`src/hdl/status_irq_pkg.sv`:
```
package status_irq_pkg;

  // levels
  localparam logic [3:0]  LEVEL_INTERNAL  = 4'he;
  localparam logic [3:0]  LEVEL_FAST      = 4'hf;
  localparam int          NUM_LEVELS      = 16;
  localparam int          WORD_W          = 16;

  // enable mask layout, one bit per source
  localparam int          NUM_SRC         = 11;
  localparam int          SRC_SVC         = 1;
  localparam int          SRC_PROTECT     = 2;
  localparam int          SRC_PAGE        = 3;
  localparam int          SRC_BAD_OP      = 4;
  localparam int          SRC_ERR_FLAG    = 5;
  localparam int          SRC_PRIV        = 6;
  localparam int          SRC_IO          = 7;
  localparam int          SRC_PARITY      = 8;
  localparam int          SRC_RANGE       = 9;
  localparam int          SRC_SUPPLY      = 10;

  // latched codes (parity 10, range 11, supply 12 octal)
  localparam logic [3:0]  CODE_NONE       = 4'h0;
  localparam logic [3:0]  CODE_PARITY     = 4'h8;
  localparam logic [3:0]  CODE_RANGE      = 4'h9;
  localparam logic [3:0]  CODE_SUPPLY     = 4'ha;

  // read word field positions
  localparam int          CODE_LSB        = 0;
  localparam int          CODE_W          = 4;
  localparam int          PRIOR_LSB       = 3;
  localparam int          PRIOR_W         = 4;
  localparam int          SVC_W           = 8;

  // register selects for read and write instructions
  localparam logic [2:0]  SEL_EVENT_EN    = 3'h0;
  localparam logic [2:0]  SEL_EVENT_CODE  = 3'h1;
  localparam logic [2:0]  SEL_PRIOR_LEVEL = 3'h2;
  localparam logic [2:0]  SEL_LEVEL_REQ   = 3'h3;
  localparam logic [2:0]  SEL_FAULT_ADDR  = 3'h4;

  // reset values
  localparam logic [10:0] EVENT_EN_RST    = 11'h000;
  localparam logic [3:0]  EVENT_CODE_RST  = 4'h0;
  localparam logic [3:0]  PRIOR_LEVEL_RST = 4'h0;
  localparam logic [15:0] LEVEL_REQ_RST   = 16'h0000;
  localparam logic [15:0] FAULT_ADDR_RST  = 16'h0000;
  localparam logic [15:0] ERR_FLAGS_RST   = 16'h0000;

  typedef logic [3:0] level_t;

endpackage : status_irq_pkg

```
`src/hdl/event_code_select.sv`:
```
`timescale 1ns/10ps
`default_nettype none
module event_code_select
  import status_irq_pkg::*;
(
  // enabled sources
  input  wire logic [NUM_SRC-1:0] i_pending,
  // chosen code
  output logic      [3:0]         o_code,
  output logic                    o_any
);

  function automatic logic [3:0] src_code(input int idx);
    if (idx == SRC_PARITY) begin
      return CODE_PARITY;
    end else if (idx == SRC_RANGE) begin
      return CODE_RANGE;
    end else if (idx == SRC_SUPPLY) begin
      return CODE_SUPPLY;
    end
    return 4'(idx);
  endfunction : src_code

  // highest source wins, so supply loss takes precedence
  always_comb begin
    o_code = CODE_NONE;
    for (int i = 1; i < NUM_SRC; i++) begin
      if (i_pending[i]) begin
        o_code = src_code(i);
      end
    end
    o_any = |i_pending[NUM_SRC-1:1];
  end

endmodule : event_code_select
`default_nettype wire

```
`src/hdl/fault_addr_latch.sv`:
```
`timescale 1ns/10ps
`default_nettype none
module fault_addr_latch
  import status_irq_pkg::*;
(
  input  wire logic              i_clk,
  input  wire logic              i_sys_rst,
  // fault capture
  input  wire logic              i_fault,
  input  wire logic [WORD_W-1:0] i_addr,
  // release on read
  input  wire logic              i_release,
  // held address
  output logic      [WORD_W-1:0] o_addr,
  output logic                   o_blocked
);

  logic blocked_r;

  // address is frozen from the first fault until released
  always_ff @(posedge i_clk or posedge i_sys_rst) begin
    if (i_sys_rst) begin
      o_addr <= FAULT_ADDR_RST;
    end else if (i_fault && !blocked_r) begin
      o_addr <= i_addr;
    end
  end

  always_ff @(posedge i_clk or posedge i_sys_rst) begin
    if (i_sys_rst) begin
      blocked_r <= 1'b0;
    end else if (i_fault) begin
      blocked_r <= 1'b1;
    end else if (i_release) begin
      blocked_r <= 1'b0;
    end
  end

  assign o_blocked = blocked_r;

endmodule : fault_addr_latch
`default_nettype wire

```
`src/hdl/internal_status_interrupt_unit.sv`:
```
// Overview of operation
// - enabled events request level fourteen only
// - eleven-bit enable mask loaded by register write
// - bits one to seven map to codes
// - parity fault: bit eight, code octal ten
// - out of range: bit nine, code eleven
// - supply loss bit ten, code twelve, wins
// - code read fills bits 0-3, zero above
// - reading the code clears it
// - program counter advanced before event taken
// - fetch-time range, page, protect: no advance
// - prior level read gives fetch opcode
// - prior level updated only from lower levels
// - call number sign-extended into level-14 T
// - error flag re-raises until software clears
// - error flag set by five causes
// - protect on bad reference or ring
// - missing page raises its event
// - unimplemented opcode raises bad-opcode event
// - privileged op without right raises fault
// - no connect response raises I/O error
// - fault address holds low sixteen bits
// - level request bit fourteen set internally
// - give-up clears running level request bit
`timescale 1ns/10ps
`default_nettype none
module internal_status_interrupt_unit
  import status_irq_pkg::*;
#(
  parameter logic [15:0] FETCH_OP_BASE = 16'h0000
)(
  // clock and reset
  input  wire logic                          i_clk,
  input  wire logic                          i_sys_rst,
  // register read and write instructions
  input  wire logic                          i_reg_wr,
  input  wire logic                          i_reg_rd,
  input  wire logic [2:0]                    i_reg_sel,
  input  wire logic [status_irq_pkg::WORD_W-1:0] i_wr_data,
  output logic      [status_irq_pkg::WORD_W-1:0] o_rd_data,
  output logic                               o_rd_valid,
  // running level and level switching
  input  wire logic [3:0]                    i_cur_level,
  input  wire logic                          i_level_switch,
  input  wire logic [3:0]                    i_new_level,
  input  wire logic                          i_give_up,
  input  wire logic [15:0]                   i_ext_level_req,
  output logic      [15:0]                   o_level_req,
  // fault sources from execution, paging and memory
  input  wire logic                          i_svc_call,
  input  wire logic [7:0]                    i_svc_num,
  input  wire logic                          i_ref_type_bad,
  input  wire logic                          i_ring_violation,
  input  wire logic                          i_page_missing,
  input  wire logic                          i_bad_opcode,
  input  wire logic                          i_priv_op_fault,
  input  wire logic                          i_io_no_connect,
  input  wire logic                          i_mem_parity_fault,
  input  wire logic                          i_addr_out_of_range,
  input  wire logic [status_irq_pkg::WORD_W-1:0] i_fault_addr,
  input  wire logic                          i_fetch_cycle,
  input  wire logic                          i_supply_loss,
  // error flag causes and software control
  input  wire logic                          i_fdiv_zero,
  input  wire logic                          i_exec_of_exec,
  input  wire logic                          i_denorm_ovf,
  input  wire logic                          i_reg_divide_ovf,
  input  wire logic                          i_err_flag_set,
  input  wire logic                          i_err_flag_clr,
  input  wire logic [3:0]                    i_err_flag_level,
  output logic      [15:0]                   o_err_flags,
  // program counter and paging status
  output logic                               o_pc_advance,
  output logic                               o_pc_hold,
  output logic                               o_pgs_fetch_flag,
  // level-14 T register load
  output logic                               o_t14_load,
  output logic      [status_irq_pkg::WORD_W-1:0] o_t14_value
);

  logic [NUM_SRC-1:0] event_en_r;
  logic [3:0]         event_code_r;
  logic [3:0]         event_code_nxt;
  level_t             prior_level_r;
  logic [15:0]        err_flags_r;
  logic [NUM_SRC-1:0] raw_events;
  logic [NUM_SRC-1:0] pending;
  logic [3:0]         sel_code;
  logic               sel_any;
  logic               supply_s1_r;
  logic               supply_s2_r;
  logic               supply_s3_r;
  logic               supply_lvl_r;
  logic               supply_rise;
  logic               fault_mem;
  logic               code_read;
  logic               addr_read;
  logic               fetch_abort;
  logic               err_running;
  logic               on_top_level;
  logic               flag_cause;
  logic               mask_wr;
  logic               req_wr;
  logic               enter_internal;
  logic               paging_fetch;
  logic               svc_taken;
  logic [WORD_W-1:0]  fault_addr;
  logic [WORD_W-1:0]  rd_word;

  function automatic logic [WORD_W-1:0] sign_ext8(input logic [7:0] v);
    return {{(WORD_W-SVC_W){v[SVC_W-1]}}, v};
  endfunction : sign_ext8

  function automatic logic sel_hit(input logic [2:0] sel,
                                   input logic [2:0] which);
    return sel == which;
  endfunction : sel_hit

  // supply loss pin: three stages, accept when stage two and three agree
  always_ff @(posedge i_clk or posedge i_sys_rst) begin
    if (i_sys_rst) begin
      supply_s1_r <= 1'b0;
      supply_s2_r <= 1'b0;
      supply_s3_r <= 1'b0;
    end else begin
      supply_s1_r <= i_supply_loss;
      supply_s2_r <= supply_s1_r;
      supply_s3_r <= supply_s2_r;
    end
  end

  always_ff @(posedge i_clk or posedge i_sys_rst) begin
    if (i_sys_rst) begin
      supply_lvl_r <= 1'b0;
    end else if (supply_s2_r == supply_s3_r) begin
      supply_lvl_r <= supply_s3_r;
    end
  end

  // one-cycle event on the agreed rising level
  assign supply_rise = (supply_s2_r == supply_s3_r) && supply_s3_r
                       && !supply_lvl_r;

  // any of the five causes sets the running level's flag
  assign flag_cause = i_fdiv_zero || i_exec_of_exec || i_denorm_ovf
                      || i_reg_divide_ovf || i_err_flag_set;

  // per-level error flag of the status word, set beats clear
  always_ff @(posedge i_clk or posedge i_sys_rst) begin
    if (i_sys_rst) begin
      err_flags_r <= ERR_FLAGS_RST;
    end else begin
      for (int l = 0; l < NUM_LEVELS; l++) begin
        if (flag_cause && i_cur_level == 4'(l)) begin
          err_flags_r[l] <= 1'b1;
        end else if (i_err_flag_clr && i_err_flag_level == 4'(l)) begin
          err_flags_r[l] <= 1'b0;
        end
      end
    end
  end

  // levels fourteen and fifteen never raise the flag event on themselves
  assign on_top_level = i_cur_level == LEVEL_INTERNAL
                        || i_cur_level == LEVEL_FAST;

  assign err_running = err_flags_r[i_cur_level] && !on_top_level;

  // raw source vector, bit zero unassigned
  always_comb begin
    raw_events               = '0;
    raw_events[SRC_SVC]      = i_svc_call;
    raw_events[SRC_PROTECT]  = i_ref_type_bad || i_ring_violation;
    raw_events[SRC_PAGE]     = i_page_missing;
    raw_events[SRC_BAD_OP]   = i_bad_opcode;
    raw_events[SRC_ERR_FLAG] = err_running;
    raw_events[SRC_PRIV]     = i_priv_op_fault;
    raw_events[SRC_IO]       = i_io_no_connect;
    raw_events[SRC_PARITY]   = i_mem_parity_fault;
    raw_events[SRC_RANGE]    = i_addr_out_of_range;
    raw_events[SRC_SUPPLY]   = supply_rise;
  end

  // masked sources are dropped before anything latches
  assign pending = raw_events & event_en_r;

  // priority pick of the code to latch
  event_code_select u_select (
    .i_pending (pending),
    .o_code    (sel_code),
    .o_any     (sel_any)
  );

  assign fault_mem = pending[SRC_PARITY] || pending[SRC_RANGE];
  assign code_read = i_reg_rd && sel_hit(i_reg_sel, SEL_EVENT_CODE);
  assign addr_read = i_reg_rd && sel_hit(i_reg_sel, SEL_FAULT_ADDR);
  assign mask_wr   = i_reg_wr && sel_hit(i_reg_sel, SEL_EVENT_EN);
  assign req_wr    = i_reg_wr && sel_hit(i_reg_sel, SEL_LEVEL_REQ);

  // fault address held from the first memory fault until read
  fault_addr_latch u_fault_addr (
    .i_clk     (i_clk),
    .i_sys_rst (i_sys_rst),
    .i_fault   (fault_mem),
    .i_addr    (i_fault_addr),
    .i_release (addr_read),
    .o_addr    (fault_addr),
    .o_blocked ()
  );

  // enable mask, loaded only by the register write instruction
  always_ff @(posedge i_clk or posedge i_sys_rst) begin
    if (i_sys_rst) begin
      event_en_r <= EVENT_EN_RST;
    end else if (mask_wr) begin
      event_en_r <= i_wr_data[NUM_SRC-1:0];
    end
  end

  // new event beats the clearing read in the same cycle
  always_comb begin
    event_code_nxt = event_code_r;
    if (code_read) begin
      event_code_nxt = CODE_NONE;
    end
    if (sel_any) begin
      event_code_nxt = sel_code;
    end
  end

  // code register, held until read or overwritten
  always_ff @(posedge i_clk or posedge i_sys_rst) begin
    if (i_sys_rst) begin
      event_code_r <= EVENT_CODE_RST;
    end else begin
      event_code_r <= event_code_nxt;
    end
  end

  // entry to fourteen from a lower level only; fifteen leaves it alone
  assign enter_internal = i_level_switch && i_new_level == LEVEL_INTERNAL
                          && i_cur_level < LEVEL_INTERNAL;

  // prior level recorded only on entry to fourteen from below
  always_ff @(posedge i_clk or posedge i_sys_rst) begin
    if (i_sys_rst) begin
      prior_level_r <= PRIOR_LEVEL_RST;
    end else if (enter_internal) begin
      prior_level_r <= i_cur_level;
    end
  end

  // level request bits: set from events and pins, cleared by give-up
  always_ff @(posedge i_clk or posedge i_sys_rst) begin
    if (i_sys_rst) begin
      o_level_req <= LEVEL_REQ_RST;
    end else begin
      for (int l = 0; l < NUM_LEVELS; l++) begin
        if (l == int'(LEVEL_INTERNAL) && sel_any) begin
          o_level_req[l] <= 1'b1;
        end else if (l != int'(LEVEL_INTERNAL) && i_ext_level_req[l]) begin
          o_level_req[l] <= 1'b1;
        end else if (i_give_up && i_cur_level == 4'(l)) begin
          o_level_req[l] <= 1'b0;
        end else if (req_wr) begin
          o_level_req[l] <= i_wr_data[l];
        end
      end
    end
  end

  // read word assembly
  always_comb begin
    rd_word = '0;
    unique case (i_reg_sel)
      SEL_EVENT_CODE: begin
        rd_word[CODE_LSB +: CODE_W] = event_code_r;
      end
      SEL_PRIOR_LEVEL: begin
        rd_word = FETCH_OP_BASE;
        rd_word[PRIOR_LSB +: PRIOR_W] = prior_level_r;
      end
      SEL_LEVEL_REQ: begin
        rd_word = o_level_req;
      end
      SEL_FAULT_ADDR: begin
        rd_word = fault_addr;
      end
      default: begin
        rd_word = '0;
      end
    endcase
  end

  // registered answer, data held until the next read
  always_ff @(posedge i_clk or posedge i_sys_rst) begin
    if (i_sys_rst) begin
      o_rd_data  <= '0;
      o_rd_valid <= 1'b0;
    end else begin
      o_rd_valid <= i_reg_rd;
      if (i_reg_rd) begin
        o_rd_data <= rd_word;
      end
    end
  end

  // program counter control for the faulting level
  assign fetch_abort = i_fetch_cycle && (pending[SRC_RANGE]
                       || pending[SRC_PAGE] || pending[SRC_PROTECT]);
  assign paging_fetch = i_fetch_cycle && (pending[SRC_PAGE]
                        || pending[SRC_PROTECT]);

  always_ff @(posedge i_clk or posedge i_sys_rst) begin
    if (i_sys_rst) begin
      o_pc_advance     <= 1'b0;
      o_pc_hold        <= 1'b0;
      o_pgs_fetch_flag <= 1'b0;
    end else begin
      o_pc_advance     <= sel_any && !fetch_abort;
      o_pc_hold        <= fetch_abort;
      o_pgs_fetch_flag <= paging_fetch;
    end
  end

  assign svc_taken = pending[SRC_SVC];

  // supervisor call number to level-14 T register
  always_ff @(posedge i_clk or posedge i_sys_rst) begin
    if (i_sys_rst) begin
      o_t14_load  <= 1'b0;
      o_t14_value <= '0;
    end else begin
      o_t14_load <= svc_taken;
      if (svc_taken) begin
        o_t14_value <= sign_ext8(i_svc_num);
      end
    end
  end

  assign o_err_flags = err_flags_r;

endmodule : internal_status_interrupt_unit
`default_nettype wire

```
`config.mk`:
```
export PLATFORM = sky130hd
export DESIGN_NAME = internal_status_interrupt_unit
export DESIGN_NICKNAME = d
export VERILOG_FILES = /design/src/hdl/status_irq_pkg.sv /design/src/hdl/event_code_select.sv /design/src/hdl/fault_addr_latch.sv /design/src/hdl/internal_status_interrupt_unit.sv
export SDC_FILE = /design/constraint.sdc
export NUM_CORES = 1
export LEC_CHECK = 0
export ABC_AREA = 1
export BUFFER_PORTS_ARGS = -buffer_cell sky130_fd_sc_hd__buf_2
export CAP_MARGIN = 20
export CELL_PAD_IN_SITES_DETAIL_PLACEMENT = 0
export CELL_PAD_IN_SITES_GLOBAL_PLACEMENT = 1
export CORE_MARGIN = 4
export CORE_UTILIZATION = 39
export DETAILED_ROUTE_END_ITERATION = 12
export PLACE_DENSITY_LB_ADDON = 0.1
export SLEW_MARGIN = 20
export SYNTH_ARGS = -nofsm -noshare
export SYNTH_HDL_FRONTEND = slang
export SYNTH_SLANG_ARGS = --single-unit
```
`constraint.sdc`:
```
create_clock -name i_clk -period 7.75 [get_ports i_clk]
set_clock_uncertainty 0.05 [all_clocks]
set_input_delay 1.55 -clock i_clk [delete_from_list [all_inputs] [get_ports i_clk]]
set_output_delay 1.55 -clock i_clk [all_outputs]
set_load 0.005 [all_outputs]
```
# Word-level counts from Yosys, hierarchy flattened

Index checks and enable logic that the tools add are counted.

$lt $le $gt $ge: 2
Equal/unequal tests: 36
Muxes and demuxes: 98
Bitwise gates (word level): 1
Reductions and logical operators: 113

Operators with widths:

| cell                                                                  | number |
|---|---|
| 1-bit 2-to-1 mux                                                      | 84 |
| 4-bit == test (second input constant)                                 | 17 |
| 1-bit logical AND                                                     | 61 |
| 3-bit nonzero test                                                    | 16 |
| 12-bit case mux with 3 select lines                                   | 1 |
| 2-bit nonzero test                                                    | 18 |
| 4-bit by 3-bit == test with 1-bit output (second input constant)      | 8 |
| 4-bit 2-to-1 mux                                                      | 5 |
| 4-bit by 2-bit == test with 1-bit output (second input constant)      | 4 |
| 4-bit case mux with 4 select lines                                    | 1 |
| 3-bit 2-to-1 mux                                                      | 4 |
| 11-bit bitwise AND                                                    | 1 |
| 1-bit logical OR                                                      | 10 |
| 10-bit OR reduction                                                   | 1 |
| 4-bit by 1-bit == test with 1-bit output (second input constant)      | 2 |
| 4-bit zero test                                                       | 2 |
| 3-bit by 2-bit == test with 1-bit output (second input constant)      | 2 |
| 4-bit by 5-bit < comparator with 1-bit output (second input constant) | 1 |
| 1-bit binary-select mux with 4-bit select                             | 1 |
| 1-bit zero test                                                       | 4 |
| 4-bit < comparator (second input constant)                            | 1 |
| 2-bit 2-to-1 mux                                                      | 2 |
| 3-bit by 1-bit == test with 1-bit output (second input constant)      | 1 |
| 3-bit == test (second input constant)                                 | 1 |
| 2 further kinds                                                       | 2 |

Register bits after elaboration: 101
Input bits: 94
Output and inout bits: 69
Logic and storage cells: 298

# Depth between registers and ports, before layout

Depth after elaboration: 16
Gate-level depth with buffers: 15
Gate-level depth less buffers: 15

# Modules after synthesis

From an unflattened synthesis, not the netlist that was laid out.

Cells, all modules: 625
Area, all modules: 4,944.7 µm²

By module, submodules not included:

| module                         | instances | cells each | area an instance (µm²) | seq. area each (µm²) |
|---|---|---|---|---|
| internal_status_interrupt_unit | 1         | 524        | 4,126.5                | 2,077.0 |
| fault_addr_latch               | 1         | 73         | 698.2                  | 425.4 |
| event_code_select              | 1         | 28         | 120.1                  | 0.0 |

# Worst setup path before layout

No wires, ideal clock.

Path type: input to register
Start point: input port i_cur_level[1]
End point: register event_code_r[0]
Setup time: 117 ps
Arrival: 2,527 ps
Required time: 7,583 ps
Path slack: 5,056 ps
Stages: 14
Path buffers: 1
Cell sequence: buf_2 inv_1 nand2_1 nand2_1 nand2_1 nand2_2 o21ai_4 nand2_1 nand2_1 nand2_1 nand2_1 nand2_1 nand2_1 nand2_1

Word-level cells in the longest chain between the ends: 12
Elaborated cells between the ends (all ways): 17
Those cells by class: eq/ne (2); mux (9); bitwise (1); reduce/logical (5)

RTL lines:

| what                                                                              | line                                  | RTL |
|---|---|---|
| start, declared                                                                   | internal_status_interrupt_unit.sv:43  | `input wire logic [3:0] i_cur_level,` |
| branches (longest 3 deep; another with 1-bit binary-select mux with 4-bit select) | --                                    |  |
| 1-bit logical AND *                                                               | internal_status_interrupt_unit.sv:167 | `assign err_running = err_flags_r[i_cur_level] && !on_top_level;` |
| 11-bit bitwise AND *                                                              | internal_status_interrupt_unit.sv:185 | `assign pending = raw_events & event_en_r;` |
| 3-bit 2-to-1 mux (3 in series)                                                    | event_code_select.sv:28               | `if (i_pending[i]) begin` |
| 4-bit 2-to-1 mux (3 in series)                                                    | event_code_select.sv:28               |  |
| 4-bit 2-to-1 mux                                                                  | internal_status_interrupt_unit.sv:226 | `if (sel_any) begin` |
| end signal, assigned                                                              | internal_status_interrupt_unit.sv:236 | `event_code_r <= event_code_nxt;` |
| end, declared                                                                     | internal_status_interrupt_unit.sv:82  | `logic [3:0] event_code_r;` |

Every way passes the cells marked *. The select of a mux whose other input is x is not followed.
A chain may end at the register's enable or synchronous reset.

# Worst setup path after layout

Start point: input port i_reg_sel[2]
End point: register o_level_req[0]

Word-level cells in the longest chain between the ends: 3

RTL lines:

| what                                     | line                                  | RTL |
|---|---|---|
| start, declared                          | internal_status_interrupt_unit.sv:38  | `input wire logic [2:0] i_reg_sel,` |
| 3-bit by 2-bit == test with 1-bit output | internal_status_interrupt_unit.sv:116 | `return sel == which;` |
| 1-bit logical AND                        | internal_status_interrupt_unit.sv:198 | `assign req_wr = i_reg_wr && sel_hit(i_reg_sel, SEL_LEVEL_REQ);` |
| 3-bit nonzero test (no source line)      | --                                    |  |
| end signal, assigned by index            | internal_status_interrupt_unit.sv:266 | `o_level_req[l] <= i_wr_data[l];` |
| end, declared                            | internal_status_interrupt_unit.sv:48  | `output logic [15:0] o_level_req,` |

Every way passes these cells.

==> summary.txt <==
GR Util met2 = 30.9%
M1 GR Usage = 27.6%
Crit share post-route = 39.6%
Least-Margin Pin Slew = 0.966 ns
Hold_buf cts = 0
Htree depth = 3
Crit path required time = 7.93 ns
Syn nets = 661
RSZ-0062 raised after global routing = no
Register area share after synthesis = 53.2%
Worst-skew pair later-pin latency = 0.35 ns
Top cells by area, synth = dfrtp_1, nand2_1, nand3_1
Min-Delay Path Class = reg2reg
Crit-path max FO = 24
Row cnt = 39
Area Growth Syn to Fin = 25.6%
Final Wtd Congestion = 0.846
Yosys cell types = 35
R2r setup slk = 5.86 ns
HP Start = supply_s1_r
Initial antenna violation count = 0
Outcome = completed
Total Neg Setup Slack = 0 ns
Post-Syn Area = 4700 µm²
Most used cell, CP = nand2_1
Number of buffers created by CTS = 9
Critical Path Source = i_reg_sel[2]
Share of cells above drive strength 1 = 29.4%
GRT Total Usage = 19.9%
GR Util met3 = 4.52%
FF+latch count, synth = 100
Antenna fix cells = 0
Vias = 4,245
Starting Density = 40.5%
Io pins = 163
Die area = 13,900 µm²
Most Used Layer, Global Route = met2
Most common cell after layout, fill and taps aside = nand2_1
Slew HR = 35.4%
Final Max Slew Viols = 0
Most area-hungry cell type in the Yosys netlist = dfrtp_1
Largest stage delay, worst path = 0.52 ns
Wire per inst = 16.0 µm
MaxCap Viol Count = 0
Maximum vdd drop = 134 µV
Minimum clock period after layout = 3.07 ns
Initial DRT Pass Iterations = 4
Most frequent cells in the layout = nand2_1, buf_2, dfrtp_1, inv_1, nand3_1
Grt ovf = 0
# Post-CTS Setup Buffers = 0
P_leak = 3.17 nW
CTS Sinks = 100
Nets = 810
First-pass GRT wire length = 21,700 µm
Final setup fails = 0
Routed Antenna Nets = 0
RR Startpoint = event_en_r[9]
Power density over the cells = 256 nW/µm²
PostCTS Resize Cnt = 0
Number of port buffers = 161
Root buffer cell = clkbuf_16
Ys async rst share = 100%
Crit path buf inv count = 2
Top_reg_cell synth = dfrtp_1
Vias in the first global route = 4,092
CTS tree = done
Initial DRC count = 275
Post-DR vias/cell = 4.92
CP endpoint kind = flop
CTS clk-pin slew, worst paths = 0.07 ns
Pin count of the biggest net entering global routing = 70
Synthesized instance count = 566
Crit Path Class = in2reg
EDFF count, synth = 0
Crit-path cells = buf_2 -> inv_1 -> nand2_1 -> nor2_4 -> nand2_1 -> or2_2 -> a31o_2
Syn avg cell area = 8.30 µm²
Die Span Y = 118 µm
Fmax = 326 MHz
CP Data Arrival Time = 3.25 ns
CORE AREA = 11,600 µm²
DRC viols = 0
Fin util = 50.8%
Share of the synthesized area in the top cell type = 53.2%
Routed wire length = 13,800 µm
Largest delay share family, worst path = simple AND/OR/NAND/NOR gates
Yosys warns = 0
Final Hold Vio Count = 0
Deepest clock path buffer count = 2
Detail Placement HPWL = 10,500 µm
CP Launch Type = input port
Slowest-stage cell, CP = nand2_1
Die width = 118 µm
-- kinds of logic (layout without fill, tap and decap cells) --
| family | Yosys count | after routing | synth area share (%) |
|---|---|---|---|
| simple gates | 279 | 279 | 24.6 |
| flops | 100 | 100 | 53.2 |
| compound gates | 93 | 93 | 12.5 |
| buf+inv | 86 | 240 | 7.72 |
| mux | 7 | 7 | 1.68 |
| fa+ha+maj | 1 | 1 | 0.266 |
-- path summary, 6_finish.rpt --
path	end	cells past startpoint
setup / recovery	o_level_req[0]	7
hold / removal	supply_s2_r	0
setup reg to reg	u_fault_addr.o_addr[5]	4
hold reg to reg	supply_s2_r	0
max in group asynchronous	o_t14_value[7]	3
min in group asynchronous	supply_s1_r	2
-- cell type report --
| cell class | count | area [µm²] |
|---|---|---|
| multi-input combinational | 380 | 1830 |
| sequential | 100 | 2500 |
| timing repair buffer | 162 | 813 |
| clock buffer | 12 | 267 |
| fill | 1172 | 5710 |
| inverter | 62 | 235 |
| tap | 143 | 179 |
| clock inverter | 4 | 70.1 |
-- synthesized netlist by cell type, types with 2 or more instances --
| master | instances |
|---|---|
| nand2_1 | 184 |
| dfrtp_1 | 100 |
| inv_1 | 57 |
| nand3_1 | 43 |
| o21ai_0 | 40 |
| nor2_1 | 31 |
| a21oi_1 | 16 |
| a31o_2 | 10 |
| clkbuf_1 | 10 |
| o22ai_1 | 10 |
| buf_4 | 9 |
| mux2_2 | 7 |
| a221oi_1 | 6 |
| buf_2 | 5 |
| inv_2 | 4 |
| nand2_2 | 4 |
| nor3_1 | 4 |
| nor4_1 | 3 |
| o21bai_1 | 3 |
| nor2_2 | 2 |
| o211ai_1 | 2 |
| or2_1 | 2 |
| or2_2 | 2 |
-- stage by stage --
stage / hold WS (ns) / std cells / total power [W] / setup slack, ns / area [µm²]
5_1_grt: 0.311 / 863 / 0.00160 / 4.42 / 5900
3_5_place_dp: 0.288 / 847 / 0.00102 / 4.31 / 5560
3_3_place_gp: 0.294 / 847 / 0.00102 / 4.33 / 5560
2_1_floorplan: 0.281 / 566 / 0.000896 / 3.53 / 4700
6_report: 0.306 / 863 / 0.00151 / 4.68 / 5900
4_1_cts: 0.309 / 863 / 0.00153 / 4.68 / 5900
-- routing by layer --
| layer | vias to the layer above | wire, µm |
|---|---|---|
| met1 | 1998 | 6240 |
| met3 | 4 | 712 |
| met5 | - | 0 |
| met2 | 113 | 6760 |
| li1 | 2130 | - |
| met4 | 0 | 74 |
-- where the power goes --
| part | switching [W] | total, W | internal, W | leakage [nW] |
|---|---|---|---|---|
| Combinational | 0.000177 | 0.000315 | 0.000139 | 1.85 |
| Clock | 0.000194 | 0.000502 | 0.000308 | 0.169 |
| Sequential | 0.0000593 | 0.000695 | 0.000636 | 1.15 |
-- worst reg2reg max path, cell delays in order, from the launching register on --
cell	delay [ns]
dfrtp_1	0.38
nand2_1	0.11
nand2_1	0.10
nand2_1	0.72
mux2_2	0.42
-- state kept, by name, indices dropped and copies added, names as in the netlist, 4 cells and up --
register             count
o_rd_data               16
u_fault_addr.o_addr     16
event_en_r              10
o_t14_value              8
event_code_r             4
prior_level_r            4
o_level_req             16
o_err_flags             16
(Power assumes the default switching activity.)
